===== src/rtl/dcl_pkg.sv =====
package dcl_pkg;

  // register indices; the byte address on the bus is four times the index
  localparam logic [1:0] DCL_IDX_CONVERTER_CONTROL = 2'h0;
  localparam logic [1:0] DCL_IDX_CONVERTER_CODE    = 2'h1;
  localparam int         DCL_ADDR_W                = 4;
  localparam int         DCL_IDX_LSB               = 2;
  localparam int         DCL_DATA_W                = 8;
  localparam int         DCL_BUS_W                 = 32;

  // field positions of converter_control
  localparam int DCL_BIT_ENABLE               = 0;
  localparam int DCL_BIT_OUTPUT_BUFFER_ENABLE = 6;
  localparam int DCL_BIT_RUN_IN_STANDBY       = 7;

  typedef struct packed {
    logic       run_in_standby;
    logic       output_buffer_enable;
    logic [4:0] unused;
    logic       enable;
  } dcl_ctrl_t;

  localparam dcl_ctrl_t             DCL_CTRL_RESET  = '{run_in_standby: 1'b0, output_buffer_enable: 1'b0,
                                                        unused: 5'h00, enable: 1'b0};
  localparam logic [DCL_DATA_W-1:0] DCL_CODE_RESET  = 8'h00;
  localparam logic [DCL_BUS_W-1:0]  DCL_READ_ZERO   = 32'h0000_0000;

  // analog start-up after a standby stop
  localparam int CLK_PERIOD_NS   = 10;
  localparam int STARTUP_TIME_NS = 1000;
  localparam int STARTUP_CYCLES  = (STARTUP_TIME_NS + CLK_PERIOD_NS - 1) / CLK_PERIOD_NS;
  localparam int STARTUP_CNT_W   = 8;

  // request toward the analog core
  typedef struct packed {
    logic                  start;
    logic [DCL_DATA_W-1:0] code;
  } dcl_conv_t;

  typedef enum logic [3:0] {
    DCL_ST_OFF       = 4'b0001,
    DCL_ST_ACTIVE    = 4'b0010,
    DCL_ST_SUSPENDED = 4'b0100,
    DCL_ST_STARTUP   = 4'b1000
  } dcl_state_t;

endpackage


===== src/rtl/dcl_dac_control.sv =====
`timescale 1ns/100ps
// Contract
// - enable bit turns converter on and off
// - enabled: data write starts conversion immediately
// - disabled: data write waits for enable
// - enabled output always offered internally
// - run in standby keeps converter working while clk_per_available is high
// - no run in standby: standby stops all
// - wake re-enables after start-up delay
// - power-down always switches everything off
// - buffer bit drives the external pin
// - only first instance has a pin driver
// - control register layout and reset zero
// - eight-bit code register, reset zero
// - debug mode leaves behaviour unchanged
module dcl_dac_control
  import dcl_pkg::*;
#(
  parameter int INSTANCE_INDEX = 0
) (
  input  wire logic                  clk,
  input  wire logic                  reset_n,
  input  wire logic [DCL_ADDR_W-1:0] avs_address,
  input  wire logic                  avs_read,
  input  wire logic                  avs_write,
  input  wire logic [DCL_BUS_W-1:0]  avs_writedata,
  input  wire logic [3:0]            avs_byteenable,
  output logic [DCL_BUS_W-1:0]       avs_readdata,
  output logic                       avs_waitrequest,
  input  wire logic                  sleep_standby,
  input  wire logic                  sleep_power_down,
  input  wire logic                  clk_per_available,
  output dcl_conv_t                  conv,
  output logic                       core_on,
  output logic                       internal_out_valid,
  output logic                       pin_buffer_on
);

  localparam bit HAS_PIN = (INSTANCE_INDEX == 0);

  dcl_ctrl_t             ctrl_r;
  logic [DCL_DATA_W-1:0] code_r;
  dcl_state_t            state_r;
  dcl_state_t            state_nxt;
  logic                  pending_r;
  logic                  startup_done;
  logic                  startup_go;

  logic [1:0] idx;
  logic       req;
  logic       accept;
  logic       wr_ctrl;
  logic       wr_code;
  logic       hit;
  logic       suspend;
  logic       start_now;

  assign idx     = avs_address[DCL_IDX_LSB +: 2];
  assign hit     = (avs_address[DCL_IDX_LSB-1:0] == 2'h0) && (avs_address[DCL_ADDR_W-1] == 1'b0) &&
                   ((idx == DCL_IDX_CONVERTER_CONTROL) || (idx == DCL_IDX_CONVERTER_CODE));
  assign req     = avs_read || avs_write;
  assign accept  = req && !avs_waitrequest;
  assign wr_ctrl = accept && avs_write && hit && avs_byteenable[0] && (idx == DCL_IDX_CONVERTER_CONTROL);
  assign wr_code = accept && avs_write && hit && avs_byteenable[0] && (idx == DCL_IDX_CONVERTER_CODE);

  // waitrequest drops for exactly one cycle, one cycle after a request shows up
  always_ff @(posedge clk or negedge reset_n) begin
    if (!reset_n) begin
      avs_waitrequest <= 1'b1;
    end else begin
      avs_waitrequest <= !(req && avs_waitrequest);
    end
  end

  // read data prepared the cycle before the accepting edge; unmapped reads zero
  always_ff @(posedge clk or negedge reset_n) begin
    if (!reset_n) begin
      avs_readdata <= DCL_READ_ZERO;
    end else if (avs_read && avs_waitrequest) begin
      if (hit && idx == DCL_IDX_CONVERTER_CONTROL) begin
        avs_readdata <= {24'h000000, ctrl_r.run_in_standby, ctrl_r.output_buffer_enable, 5'h00, ctrl_r.enable};
      end else if (hit && idx == DCL_IDX_CONVERTER_CODE) begin
        avs_readdata <= {24'h000000, code_r};
      end else begin
        avs_readdata <= DCL_READ_ZERO;
      end
    end
  end

  always_ff @(posedge clk or negedge reset_n) begin
    if (!reset_n) begin
      ctrl_r <= DCL_CTRL_RESET;
    end else if (wr_ctrl) begin
      ctrl_r.run_in_standby       <= avs_writedata[DCL_BIT_RUN_IN_STANDBY];
      ctrl_r.output_buffer_enable <= avs_writedata[DCL_BIT_OUTPUT_BUFFER_ENABLE];
      ctrl_r.unused               <= 5'h00;
      ctrl_r.enable               <= avs_writedata[DCL_BIT_ENABLE];
    end
  end

  always_ff @(posedge clk or negedge reset_n) begin
    if (!reset_n) begin
      code_r <= DCL_CODE_RESET;
    end else if (wr_code) begin
      code_r <= avs_writedata[DCL_DATA_W-1:0];
    end
  end

  // sleep inputs come from the power manager on this clock; debug has no input
  // at all, so halting the core cannot disturb the converter
  assign suspend = sleep_power_down ||
                   (sleep_standby && !(ctrl_r.run_in_standby && clk_per_available));

  always_comb begin
    state_nxt = state_r;
    case (state_r)
      DCL_ST_OFF: begin
        if (ctrl_r.enable) begin
          state_nxt = suspend ? DCL_ST_SUSPENDED : DCL_ST_ACTIVE;
        end
      end
      DCL_ST_ACTIVE: begin
        if (!ctrl_r.enable) begin
          state_nxt = DCL_ST_OFF;
        end else if (suspend) begin
          state_nxt = DCL_ST_SUSPENDED;
        end
      end
      DCL_ST_SUSPENDED: begin
        if (!ctrl_r.enable) begin
          state_nxt = DCL_ST_OFF;
        end else if (!suspend) begin
          state_nxt = DCL_ST_STARTUP;
        end
      end
      DCL_ST_STARTUP: begin
        if (!ctrl_r.enable) begin
          state_nxt = DCL_ST_OFF;
        end else if (suspend) begin
          state_nxt = DCL_ST_SUSPENDED;
        end else if (startup_done) begin
          state_nxt = DCL_ST_ACTIVE;
        end
      end
      default: begin
        state_nxt = DCL_ST_OFF;
      end
    endcase
  end

  always_ff @(posedge clk or negedge reset_n) begin
    if (!reset_n) begin
      state_r <= DCL_ST_OFF;
    end else begin
      state_r <= state_nxt;
    end
  end

  assign startup_go = (state_r == DCL_ST_SUSPENDED) && (state_nxt == DCL_ST_STARTUP);

  dcl_startup_timer #(
    .CYCLES (STARTUP_CYCLES)
  ) u_startup (
    .clk     (clk),
    .reset_n (reset_n),
    .start   (startup_go),
    .abort   (state_r != DCL_ST_STARTUP && !startup_go),
    .done    (startup_done)
  );

  // a code written while the core cannot convert is held until it can;
  // a restart after wake always re-drives the current code
  always_ff @(posedge clk or negedge reset_n) begin
    if (!reset_n) begin
      pending_r <= 1'b0;
    end else if (start_now) begin
      pending_r <= 1'b0;
    end else if (wr_code) begin
      pending_r <= 1'b1;
    end
  end

  assign start_now = (state_r == DCL_ST_ACTIVE && ctrl_r.enable && !suspend && wr_code) ||
                     (state_r == DCL_ST_OFF && ctrl_r.enable && !suspend) ||
                     (state_r == DCL_ST_STARTUP && startup_done && !suspend && ctrl_r.enable);

  // strobe carries the code that is current at trigger time
  always_ff @(posedge clk or negedge reset_n) begin
    if (!reset_n) begin
      conv <= '{start: 1'b0, code: DCL_CODE_RESET};
    end else begin
      conv.start <= start_now;
      if (start_now) begin
        conv.code <= wr_code ? avs_writedata[DCL_DATA_W-1:0] : code_r;
      end
    end
  end

  // analog power and routing follow the next state so they align with the strobe
  always_ff @(posedge clk or negedge reset_n) begin
    if (!reset_n) begin
      core_on            <= 1'b0;
      internal_out_valid <= 1'b0;
      pin_buffer_on      <= 1'b0;
    end else begin
      core_on            <= (state_nxt == DCL_ST_ACTIVE) || (state_nxt == DCL_ST_STARTUP);
      internal_out_valid <= (state_nxt == DCL_ST_ACTIVE);
      pin_buffer_on      <= HAS_PIN && ctrl_r.output_buffer_enable &&
                            ((state_nxt == DCL_ST_ACTIVE) || (state_nxt == DCL_ST_STARTUP));
    end
  end

endmodule // dcl_dac_control


===== src/rtl/dcl_startup_timer.sv =====
`timescale 1ns/100ps
module dcl_startup_timer
  import dcl_pkg::*;
#(
  parameter int CYCLES = STARTUP_CYCLES
) (
  input  wire logic clk,
  input  wire logic reset_n,
  input  wire logic start,
  input  wire logic abort,
  output logic      done
);

  localparam logic [STARTUP_CNT_W-1:0] LOAD = STARTUP_CNT_W'(CYCLES - 1);
  localparam logic [STARTUP_CNT_W-1:0] ONE  = 8'h01;
  localparam logic [STARTUP_CNT_W-1:0] ZERO = 8'h00;

  logic [STARTUP_CNT_W-1:0] count_r;
  logic                     busy_r;

  always_ff @(posedge clk or negedge reset_n) begin
    if (!reset_n) begin
      count_r <= ZERO;
      busy_r  <= 1'b0;
      done    <= 1'b0;
    end else begin
      done <= 1'b0;
      if (abort) begin
        busy_r <= 1'b0;
      end else if (start) begin
        count_r <= LOAD;
        busy_r  <= 1'b1;
      end else if (busy_r) begin
        if (count_r == ZERO) begin
          busy_r <= 1'b0;
          done   <= 1'b1;
        end else begin
          count_r <= count_r - ONE;
        end
      end
    end
  end

endmodule // dcl_startup_timer


===== config.mk =====
export PLATFORM = sky130hd
export DESIGN_NAME = dcl_dac_control
export DESIGN_NICKNAME = d
export VERILOG_FILES = /design/src/rtl/dcl_pkg.sv /design/src/rtl/dcl_dac_control.sv /design/src/rtl/dcl_startup_timer.sv
export SDC_FILE = /design/constraint.sdc
export NUM_CORES = 1
export LEC_CHECK = 0
export BUFFER_PORTS_ARGS = -buffer_cell sky130_fd_sc_hd__buf_2
export CAP_MARGIN = 20
export CORE_MARGIN = 1
export CORE_UTILIZATION = 47
export CTS_CLUSTER_SIZE = 20
export DETAILED_ROUTE_END_ITERATION = 10
export GPL_ROUTABILITY_DRIVEN = 0
export PLACE_DENSITY = 0.79
export SLEW_MARGIN = 10
export SYNTH_ARGS = -nofsm -noshare
export SYNTH_HDL_FRONTEND = slang
export SYNTH_SLANG_ARGS = --single-unit

===== constraint.sdc =====
create_clock -name clk -period 2.66 [get_ports clk]
set_clock_uncertainty 0.2 [all_clocks]
set_input_delay 0.399 -clock clk [delete_from_list [all_inputs] [get_ports clk]]
set_output_delay 0.399 -clock clk [all_outputs]
set_load 0.005 [all_outputs]

==> results of run 1 <==
[state kept, by name (all words and copies together) (netlist names)]
| register | flops |
|---|---|
| avs_readdata | 8 |
| u_startup.busy_r | 1 |
| state_r | 4 |
| internal_out_valid | 1 |
| code_r | 8 |
| ctrl_r | 3 |
| core_on | 1 |
| pin_buffer_on | 1 |
| conv | 9 |
| avs_waitrequest | 1 |
| u_startup.count_r | 8 |
| u_startup.done | 1 |
[critical path: stages (launching register included)]
cell and delay [ns]:
dfrtp_1 0.47, nor4b_2 0.46, nand4_1 0.23, a21oi_4 0.38, mux2_2 0.38
[cell type report]
class                           count  area (um^2)  area share
Clock buffer                        7         76.3      0.0315
Tap cell                           52         65.1      0.0268
Sequential cell                    46         1150       0.476
Inverter                            6         22.5     0.00928
Timing Repair Buffer               43          223      0.0918
Multi-Input combinational cell    128          886       0.365
[logic make-up (layout without fill, tap and decap cells)]
| family | after synthesis | in the layout | synth area share |
|---|---|---|---|
| AND/OR/NAND/NOR | 51 | 51 | 0.146 |
| flip-flops | 46 | 46 | 0.531 |
| buffers and inverters | 34 | 56 | 0.101 |
| AO/OA/AOI/OAI | 29 | 29 | 0.0979 |
| multiplexers | 22 | 22 | 0.112 |
| adder cells (fa/ha/maj) | 1 | 1 | 0.00576 |
| other | 1 | 24 | 0.00173 |
| XOR/XNOR | 1 | 1 | 0.00403 |
[report_power, final]
| part | internal (mW) | leakage, nW | switching [mW] |
|---|---|---|---|
| registers | 0.759 | 0.590 | 0.0406 |
| logic | 0.0875 | 0.596 | 0.0851 |
| clock network | 0.181 | 0.0383 | 0.209 |
[path summary, 6_finish.rpt]
kind / from / end / slack [ns] / cells after the start
min reg2reg: avs_readdata[7] / avs_readdata[7] / 0.28 / 2
max in group asynchronous: reset_n / avs_waitrequest / 1.90 / 2
max: state_r[3] / conv[0] / 0.43 / 4
max reg2reg: state_r[3] / conv[0] / 0.43 / 4
min: reset_n / state_r[3] / -0.02 / 2
min in group clk: avs_read / avs_waitrequest / 0.06 / 2
[metrics by stage]
| stage | setup WS [ns] | total power [mW] | cells | instance area, um^2 |
|---|---|---|---|---|
| finish | 0.429 | 1.36 | 282 | 2430 |
| global route | 0.233 | 1.42 | 282 | 2430 |
| CTS | 0.405 | 1.38 | 282 | 2430 |
| detailed placement | 0.367 | 0.987 | 275 | 2350 |
| global placement | 0.381 | 0.980 | 275 | 2350 |
| floorplan | 0.634 | 0.935 | 208 | 2260 |
[cell usage in the layout (no fill, tap or decap), types with 2 or more instances in the layout]
master	Yosys	layout
nand2_1	11	11
buf_4	24	3
nor3b_1	2	2
mux2_2	19	19
nand2b_1	2	2
nand3_1	4	4
mux2i_1	3	3
or3_1	3	3
nor4_1	2	2
clkbuf_8	0	5
dfstp_2	2	2
buf_2	2	40
a21oi_1	6	6
o21ai_0	6	6
a22o_1	5	5
nor2_1	7	7
or3_2	3	3
nand4_1	2	2
or4_1	2	2
o211ai_1	2	2
dfrtp_1	44	44
nor2b_1	3	3
conb_1	1	24
clkbuf_1	2	2
o31ai_1	4	4
a211o_1	2	2
inv_1	6	6
[metal layers]
layer / GRT usage / part of all wire
met5: 0 / 0
met4: 0.0600 / 0.0081
met3: 0.0519 / 0.056
met2: 0.276 / 0.50
met1: 0.195 / 0.44
==> flow_summary.json, run 1 <==
{
  "status": "finished, violations left",
  "violations": "hold timing",
  "yosysTopAreaCell": "dfrtp_1",
  "whs_ns": -0.0155,
  "die-area_um2": 4900,
  "die_x_um": 70,
  "netlist_top_cells_area": "dfrtp_1, mux2_2, buf_4, dfstp_2, a22o_1",
  "hold_violations": 41,
  "synth_edf_count": 0,
  "cts.root.buffer_cell": "clkbuf_8",
  "ys_async_sr_fraction": 1.00,
  "wirelength_um": 3720,
  "clkSlewWorstSetupHoldPaths_ns": 0.08,
  "fp.dieH_um": 70,
  "cp.required_ns": 2.64,
  "max_slew_margin": 0.633,
  "cts.hold.buffers_added": 0,
  "finalCritPeriodShare": 0.839,
  "n_antenna_cell": 0,
  "yosysMostFrequentCell": "dfrtp_1",
  "fmax_ghz": 0.448,
  "cts_resized": 0,
  "worst_setup_path_end_kind": "register",
  "antenna_found_initial": 0,
  "cts.sinks": 46,
  "synth_commonest_cells": "dfrtp_1, buf_4, mux2_2",
  "start_util": 0.492,
  "crit_arrival_ns": 2.21,
  "drive_gt1_frac": 0.348,
  "portBuffers": 40,
  "leakagePower_nw": 1.22,
  "synth_top_area_frac": 0.507,
  "rsz0062_at_grt": "false",
  "seq_area_frac_synth": 0.531,
  "slew_violations": 0,
  "wire_per_inst_um": 13.2,
  "cts_tree": "built",
  "hold_path_class": "in -> async",
  "ant_nets": 0,
  "yosys_warnings": 0,
  "synth_top_flop_cell": "dfrtp_1",
  "grt_pass1_wl_um": 6210,
  "drv_cap": 0,
  "viasPerCell": 5.17,
  "clock_latency_ns": 0.29,
  "cts_buffers": 5,
  "io_pins": 92,
  "cts_buffer_depth": 2,
  "grt_pass1_vias": 1388,
  "synth_seq_cells": 46,
  "cts.htree.levels": 2,
  "start_kind": "register",
  "fill_cells": 368,
  "drt_iter0_markers": 41,
  "route.detailed.drc": 0,
  "worst-setup-path-type": "reg -> reg",
  "dpl.hpwl_um": 2720,
  "grt_max_degree": 47,
  "tightest_slew_ns": 0.551,
  "cts_setup_buffers": 0,
  "drt_pre_antenna_iters": 5,
  "grt_usage": 0.163,
  "num_rows": 24,
  "synth.distinct_cells": 42,
  "final_nets": 278,
  "grt_overflow": 0,
  "path_max_fanout": 9,
  "setup-tns-final_ns": 0,
  "synthesis.area_per_instance_um2": 11.7,
  "synthesis.area_um2": 2170,
  "setup_viol": 0,
  "power_density_nw_per_um2": 561,
  "ir_worst_vdd_uv": 414,
  "vias": 1457,
  "post-route-util": 0.550,
  "period_needed_ns": 2.23,
  "synthCells": 185,
  "area.growth.synth_to_final_pct": 11.6,
  "core_area_um2": 4410
}
(Power assumes the default switching activity.)
==> inputs of run 2 (changes only) <==
--- a/config.mk
+++ b/config.mk
@@ -5,6 +5,7 @@
 export SDC_FILE = /design/constraint.sdc
 export NUM_CORES = 1
 export LEC_CHECK = 0
+export ABC_AREA = 1
 export BUFFER_PORTS_ARGS = -buffer_cell sky130_fd_sc_hd__buf_2
 export CAP_MARGIN = 20
 export CORE_MARGIN = 1
@@ -12,7 +13,7 @@
 export CTS_CLUSTER_SIZE = 20
 export DETAILED_ROUTE_END_ITERATION = 10
 export GPL_ROUTABILITY_DRIVEN = 0
-export PLACE_DENSITY = 0.79
+export PLACE_DENSITY = 0.77
 export SLEW_MARGIN = 10
 export SYNTH_ARGS = -nofsm -noshare
 export SYNTH_HDL_FRONTEND = slang
==> constraint.sdc (replaced) <==
create_clock -name clk -period 2.25 [get_ports clk]
set_clock_uncertainty 0.2 [all_clocks]
set_input_delay 0.3375 -clock clk [delete_from_list [all_inputs] [get_ports clk]]
set_output_delay 0.3375 -clock clk [all_outputs]
set_load 0.005 [all_outputs]
==> run 2 against run 1 <==
  * The flow now finishes without violations
  * Clock-buffer cell count shrank 2
  * Worst hold slack gained 0.036 ns
  * Power increased by 86%
  * Largest cell class unchanged
==> flow_summary.json, run 2 <==
{
  "worst-setup-path-type": "reg -> reg",
  "crit_cells": 5,
  "stdcell_area_um2": 2710,
  "hold_path_class": "in -> reg",
  "crit_arrival_ns": 1.74,
  "leakagePower_nw": 1.51,
  "setup_viol": 0,
  "worstPathCellList": "nor2_2 > nand4_1 > buf_4 > o211ai_1 > nand2_1",
  "r2r_slack_ns": 0.50,
  "cts_tree": "built",
  "seq_power_share": 0.471,
  "cts.sinks": 46,
  "critPathBufInv": 1,
  "cp_slowest_cell": "dfrtp_1",
  "power.total_mw": 2.53,
  "synth_top_flop_cell": "dfrtp_1",
  "yosysTopAreaCell": "dfrtp_1",
  "synth_commonest_cells": "nand2_1, dfrtp_1, buf_4",
  "r2r_start": "state_r[1]",
  "tightest_slew_ns": 0.503,
  "netlist_top_cells_area": "dfrtp_1, nand2_1, buf_4, nand3_1, o21ai_0",
  "cp-startpoint": "state_r[1]",
  "min_to": "avs_waitrequest",
  "worst_setup_path_end_kind": "register",
  "cts_buffer_depth": 2,
  "drv_cap": 0,
  "drive_gt1_frac": 0.216,
  "final_cell_mix": "nand2_1, dfrtp_1, buf_2, conb_1, nand3_1",
  "hold_violations": 0,
  "max_slew_margin": 0.662,
  "timing.rr.end": "u_startup.count_r[0]",
  "intPower_mw": 1.60,
  "viasPerCell": 4.71,
  "final_cells": 400,
  "grt_usage": 0.173,
  "fmax_ghz": 0.570,
  "place_ws_ns": 0.499,
  "setup-tns-final_ns": 0,
  "yosysMostFrequentCell": "nand2_1",
  "drt_iter0_markers": 32,
  "area.growth.synth_to_final_pct": 11.6,
  "yosys_warnings": 0,
  "ff2ff_path_depth": 5,
  "p_switching_mw": 0.931,
  "cpPeakStageDelay_ns": 0.43,
  "ys_async_sr_fraction": 1.00,
  "synthesis.area_per_instance_um2": 8.42,
  "wirelength_um": 4350,
  "synth_xor_area_frac": 0.00722,
  "largest_register_ffs": 9,
  "wire_per_inst_um": 10.9,
  "finalCritPeriodShare": 0.780,
  "die-area_um2": 5450,
  "clkSlewWorstSetupHoldPaths_ns": 0.09,
  "synth_top_area_frac": 0.454,
  "pwr-share-comb": 0.326,
  "clock_latency_ns": 0.30,
  "synth_top_family_by_area": "simple AND/OR/NAND/NOR gates",
  "clock_power_share": 0.203,
  "io_pins": 92,
  "synthCells": 288,
  "synth_edf_count": 0,
  "ir_worst_vdd_uv": 465,
  "core_area_um2": 4850,
  "top_register": "conv",
  "portBuffers": 40,
  "placedCellCount": 390,
  "fp.dieH_um": 73.8,
  "cp.required_ns": 2.24,
  "antenna_found_initial": 0,
  "dpl.hpwl_um": 3320,
  "slew_violations": 0,
  "grt_max_degree": 25,
  "power_density_nw_per_um2": 936,
  "netSwitchingFraction": 0.367,
  "synth_fa_ha_area_frac": 0.00516,
  "layout_commonest_cell": "nand2_1",
  "cts_resized": 0,
  "muxShareOfSynthArea": 0,
  "rsz0062_at_grt": "false",
  "hp-start": "avs_write",
  "route.detailed.drc": 0,
  "holdPathStages": 2,
  "fin_ws_ns": 0.495,
  "fill_cells": 466,
  "cts.hold.buffers_added": 2,
  "cts.htree.levels": 2,
  "num_rows": 25,
  "drt_pre_antenna_iters": 4,
  "n_antenna_cell": 0,
  "critical-path-top-delay-family": "simple AND/OR/NAND/NOR gates",
  "ant_nets": 0,
  "path_max_fanout": 8,
  "cts_buffers": 5,
  "synthesis.area_um2": 2430,
  "start_kind": "register",
  "grt_pass1_vias": 1685,
  "status": "finished clean",
  "synth.distinct_cells": 28,
  "cts.root.buffer_cell": "clkbuf_8",
  "vias": 1885,
  "seq_area_frac_synth": 0.476,
  "die_x_um": 73.8,
  "synthSimpleGateAreaFrac": 0.292,
  "grt_overflow": 0,
  "synth_compound_area_frac": 0.0825,
  "final_nets": 380,
  "grt_pass1_wl_um": 7170,
  "cts_setup_buffers": 0,
  "period_needed_ns": 1.75,
  "start_util": 0.500,
  "dpl_cell_area_um2": 2590,
  "synth_seq_cells": 46
}
run 2: how the worst max path moves through the flow:
| stage | end | slack (ns) |
|---|---|---|
| global placement | u_startup.count_r[1] | 0.53 |
| finish | u_startup.count_r[0] | 0.50 |
| CTS | u_startup.count_r[0] | 0.48 |
| global route | u_startup.count_r[1] | 0.37 |
| floorplan | u_startup.count_r[2] | 0.74 |
| detailed placement | u_startup.count_r[0] | 0.50 |
run 2: logic make-up after synthesis:
logic type,count (synthesis)
fa+ha+maj,1
buf+inv,56
flops,46
xor+xnor,2
simple gates,147
compound gates,35
other cells,1
run 2: layout make-up:
cell class              count  area, um^2  share of cell area
inverters                  26        97.6              0.0361
clock inverters             3        25.0             0.00925
flip-flops and latches     46        1150               0.426
well taps                  67        83.8              0.0310
repair buffers             44         248              0.0915
multi-input cells         209        1030               0.380
clock buffers               5        68.8              0.0254
run 2: routing by layer:
metal / vias up / part of all wire / global-route usage
li1: 976 / - / -
met1: 856 / 0.45 / 0.203
met2: 45 / 0.50 / 0.306
met3: 8 / 0.036 / 0.0412
met4: 0 / 0.018 / 0.0641
met5: - / 0 / 0
run 2: power by group through the flow:
stage               Sequential [mW]  Clock, mW  Combinational (mW)
finish                         1.19      0.513               0.826
global route                   1.22      0.557               0.972
CTS                            1.19      0.530               0.834
detailed placement             1.21          0               0.827
global placement               1.21          0               0.802
floorplan                      1.18          0               0.625
run 2: stage by stage:
step / hold WS (ns) / util
after floorplan: -0.158 / -
final: 0.0201 / 0.558
after detailed placement: 0.134 / 0.535
after CTS: 0.0161 / 0.558
after global placement: 0.137 / 0.535
after global routing: 0.0228 / 0.558
==> inputs of run 3 (changes only) <==
--- a/config.mk
+++ b/config.mk
@@ -5,7 +5,7 @@
 export SDC_FILE = /design/constraint.sdc
 export NUM_CORES = 1
 export LEC_CHECK = 0
-export ABC_AREA = 1
+export ABC_AREA = 0
 export BUFFER_PORTS_ARGS = -buffer_cell sky130_fd_sc_hd__buf_2
 export CAP_MARGIN = 20
 export CORE_MARGIN = 1
@@ -13,7 +13,7 @@
 export CTS_CLUSTER_SIZE = 20
 export DETAILED_ROUTE_END_ITERATION = 10
 export GPL_ROUTABILITY_DRIVEN = 0
-export PLACE_DENSITY = 0.77
+export PLACE_DENSITY = 0.79
 export SLEW_MARGIN = 10
 export SYNTH_ARGS = -nofsm -noshare
 export SYNTH_HDL_FRONTEND = slang
==> constraint.sdc (replaced) <==
create_clock -name clk -period 1.7 [get_ports clk]
set_clock_uncertainty 0.2 [all_clocks]
set_input_delay 0.255 -clock clk [delete_from_list [all_inputs] [get_ports clk]]
set_output_delay 0.255 -clock clk [all_outputs]
set_load 0.005 [all_outputs]
==> run 3 against run 2 <==
  * Flip-flop and latch count unchanged
  * Final cell count decreased by 19%
  * Sequential share of layout area down 3.9 points
  * Highest routed layer unchanged
  * The run now ends with setup timing left
==> flow_summary.json, run 3 (synthesis gave the netlist of run 1 again) <==
{
  "status": "finished, violations left",
  "violations": "setup timing",
  "drv_cap": 0,
  "ant_nets": 0,
  "power.total_mw": 2.46,
  "wire_per_inst_um": 14.9,
  "wirelength_um": 4850,
  "fmax_ghz": 0.484,
  "grt_overflow": 0,
  "fill_cells": 312,
  "clock_latency_ns": 0.31,
  "start_util": 0.492,
  "route.detailed.drc": 0,
  "crit_arrival_ns": 2.11,
  "hp-start": "sleep_power_down",
  "layout_commonest_cell": "dfrtp_1",
  "die_x_um": 70,
  "grt_pass1_vias": 1659,
  "fp.dieH_um": 70,
  "n_antenna_cell": 0,
  "cp-startpoint": "u_startup.count_r[0]",
  "cpPeakStageDelay_ns": 0.50,
  "grt_usage": 0.206,
  "area.growth.synth_to_final_pct": 37.3,
  "path_max_fanout": 3,
  "portBuffers": 40,
  "netSwitchingFraction": 0.247,
  "final_cell_mix": "dfrtp_1, buf_2, buf_4, conb_1",
  "critPathBufInv": 0,
  "period_needed_ns": 2.07,
  "final_nets": 321,
  "placedCellCount": 300,
  "ir_worst_vdd_uv": 563,
  "grt_pass1_wl_um": 7660,
  "finalCritPeriodShare": 1.22,
  "p_switching_mw": 0.609,
  "seq_power_share": 0.506,
  "slew_violations": 0,
  "worst_setup_path_end_kind": "register",
  "cts.htree.levels": 2,
  "num_rows": 24,
  "cts_tree": "built",
  "cts.sinks": 46,
  "whs_ns": 0.0239,
  "worst-setup-path-type": "reg -> reg",
  "io_pins": 92,
  "clkSlewWorstSetupHoldPaths_ns": 0.09,
  "grt_max_degree": 47,
  "dpl.hpwl_um": 3030,
  "cts_buffers": 5,
  "vias": 1646,
  "largest_register_ffs": 9,
  "cts_buffer_depth": 2,
  "setup_viol": 18,
  "drive_gt1_frac": 0.482,
  "core_area_um2": 4410,
  "worstPathCellList": "or3_4 > or3_4 > or4b_4 > a21oi_2",
  "stdcell_area_um2": 2980,
  "intPower_mw": 1.85,
  "die-area_um2": 4900,
  "hold_path_class": "in -> reg",
  "final_cells": 326,
  "place_ws_ns": -0.320,
  "pwr-share-comb": 0.162,
  "post-route-util": 0.676,
  "top_register": "conv",
  "drt_iter0_markers": 75,
  "leakagePower_nw": 1.48,
  "cp_slowest_cell": "or4b_4",
  "hold_violations": 0,
  "critical-path-top-delay-family": "simple AND/OR/NAND/NOR gates",
  "dpl_cell_area_um2": 2580,
  "setup-tns-final_ns": -4.27,
  "cts.root.buffer_cell": "clkbuf_8",
  "cp_common_cell": "or3_4",
  "start_kind": "register",
  "viasPerCell": 5.05,
  "antenna_found_initial": 0,
  "clock_power_share": 0.332,
  "r2r_start": "u_startup.count_r[0]",
  "drt_pre_antenna_iters": 4,
  "cp.required_ns": 1.74,
  "fin_ws_ns": -0.367,
  "rsz0062_at_grt": "true",
  "power_density_nw_per_um2": 826
}
[run 3: cell type report]
class,count,area [um^2],area share
Clock buffer,6,72.6,0.0243
Clock inverter,2,37.5,0.0126
Inverter,6,22.5,0.00755
Multi-Input combinational cell,128,1010,0.340
Sequential cell,46,1150,0.387
Tap cell,52,65.1,0.0218
Timing Repair Buffer,86,617,0.207
[run 3: worst register-to-register path, cell delays in order, from the launching register on]
cell and delay, ns:
dfrtp_1 0.41, or3_4 0.40, or3_4 0.35, or4b_4 0.50, a21oi_2 0.14
[run 3: timing repair]
item | in CTS | in global routing
setup endpoints to repair | 17 | 20
pin swaps | 10 | 8
buffers inserted | 5 | 2
resized for setup | 17 | 21
endpoints found under the hold margin | 55 | 0
gates cloned | 1 | 0
hold buffers | 11 | 0
[run 3: routing by layer]
metal | routed length, um | GRT usage | vias to the layer above
met4 | 46 | 0.0622 | 0
met2 | 2570 | 0.347 | 48
met5 | 0 | 0 | -
li1 | - | - | 782
met1 | 2020 | 0.247 | 809
met3 | 208 | 0.0722 | 7
[run 3: path summary, 6_finish.rpt]
path / to / slack (ns) / depth (start not counted)
hold / removal: state_r[2] / 0.02 / 3
hold reg to reg: avs_readdata[7] / 0.29 / 2
setup / recovery: u_startup.count_r[7] / -0.37 / 4
min in group asynchronous: u_startup.count_r[6] / 0.24 / 3
max in group asynchronous: avs_waitrequest / 0.77 / 3
setup reg to reg: u_startup.count_r[7] / -0.37 / 4
[run 3: power by group through the flow]
stage               clock network [mW]  registers (mW)  logic, mW
floorplan                            0            1.26      0.220
global placement                     0            1.26      0.332
finish                           0.818            1.25      0.400
global route                     0.874            1.26      0.440
detailed placement                   0            1.27      0.340
CTS                              0.831            1.24      0.389
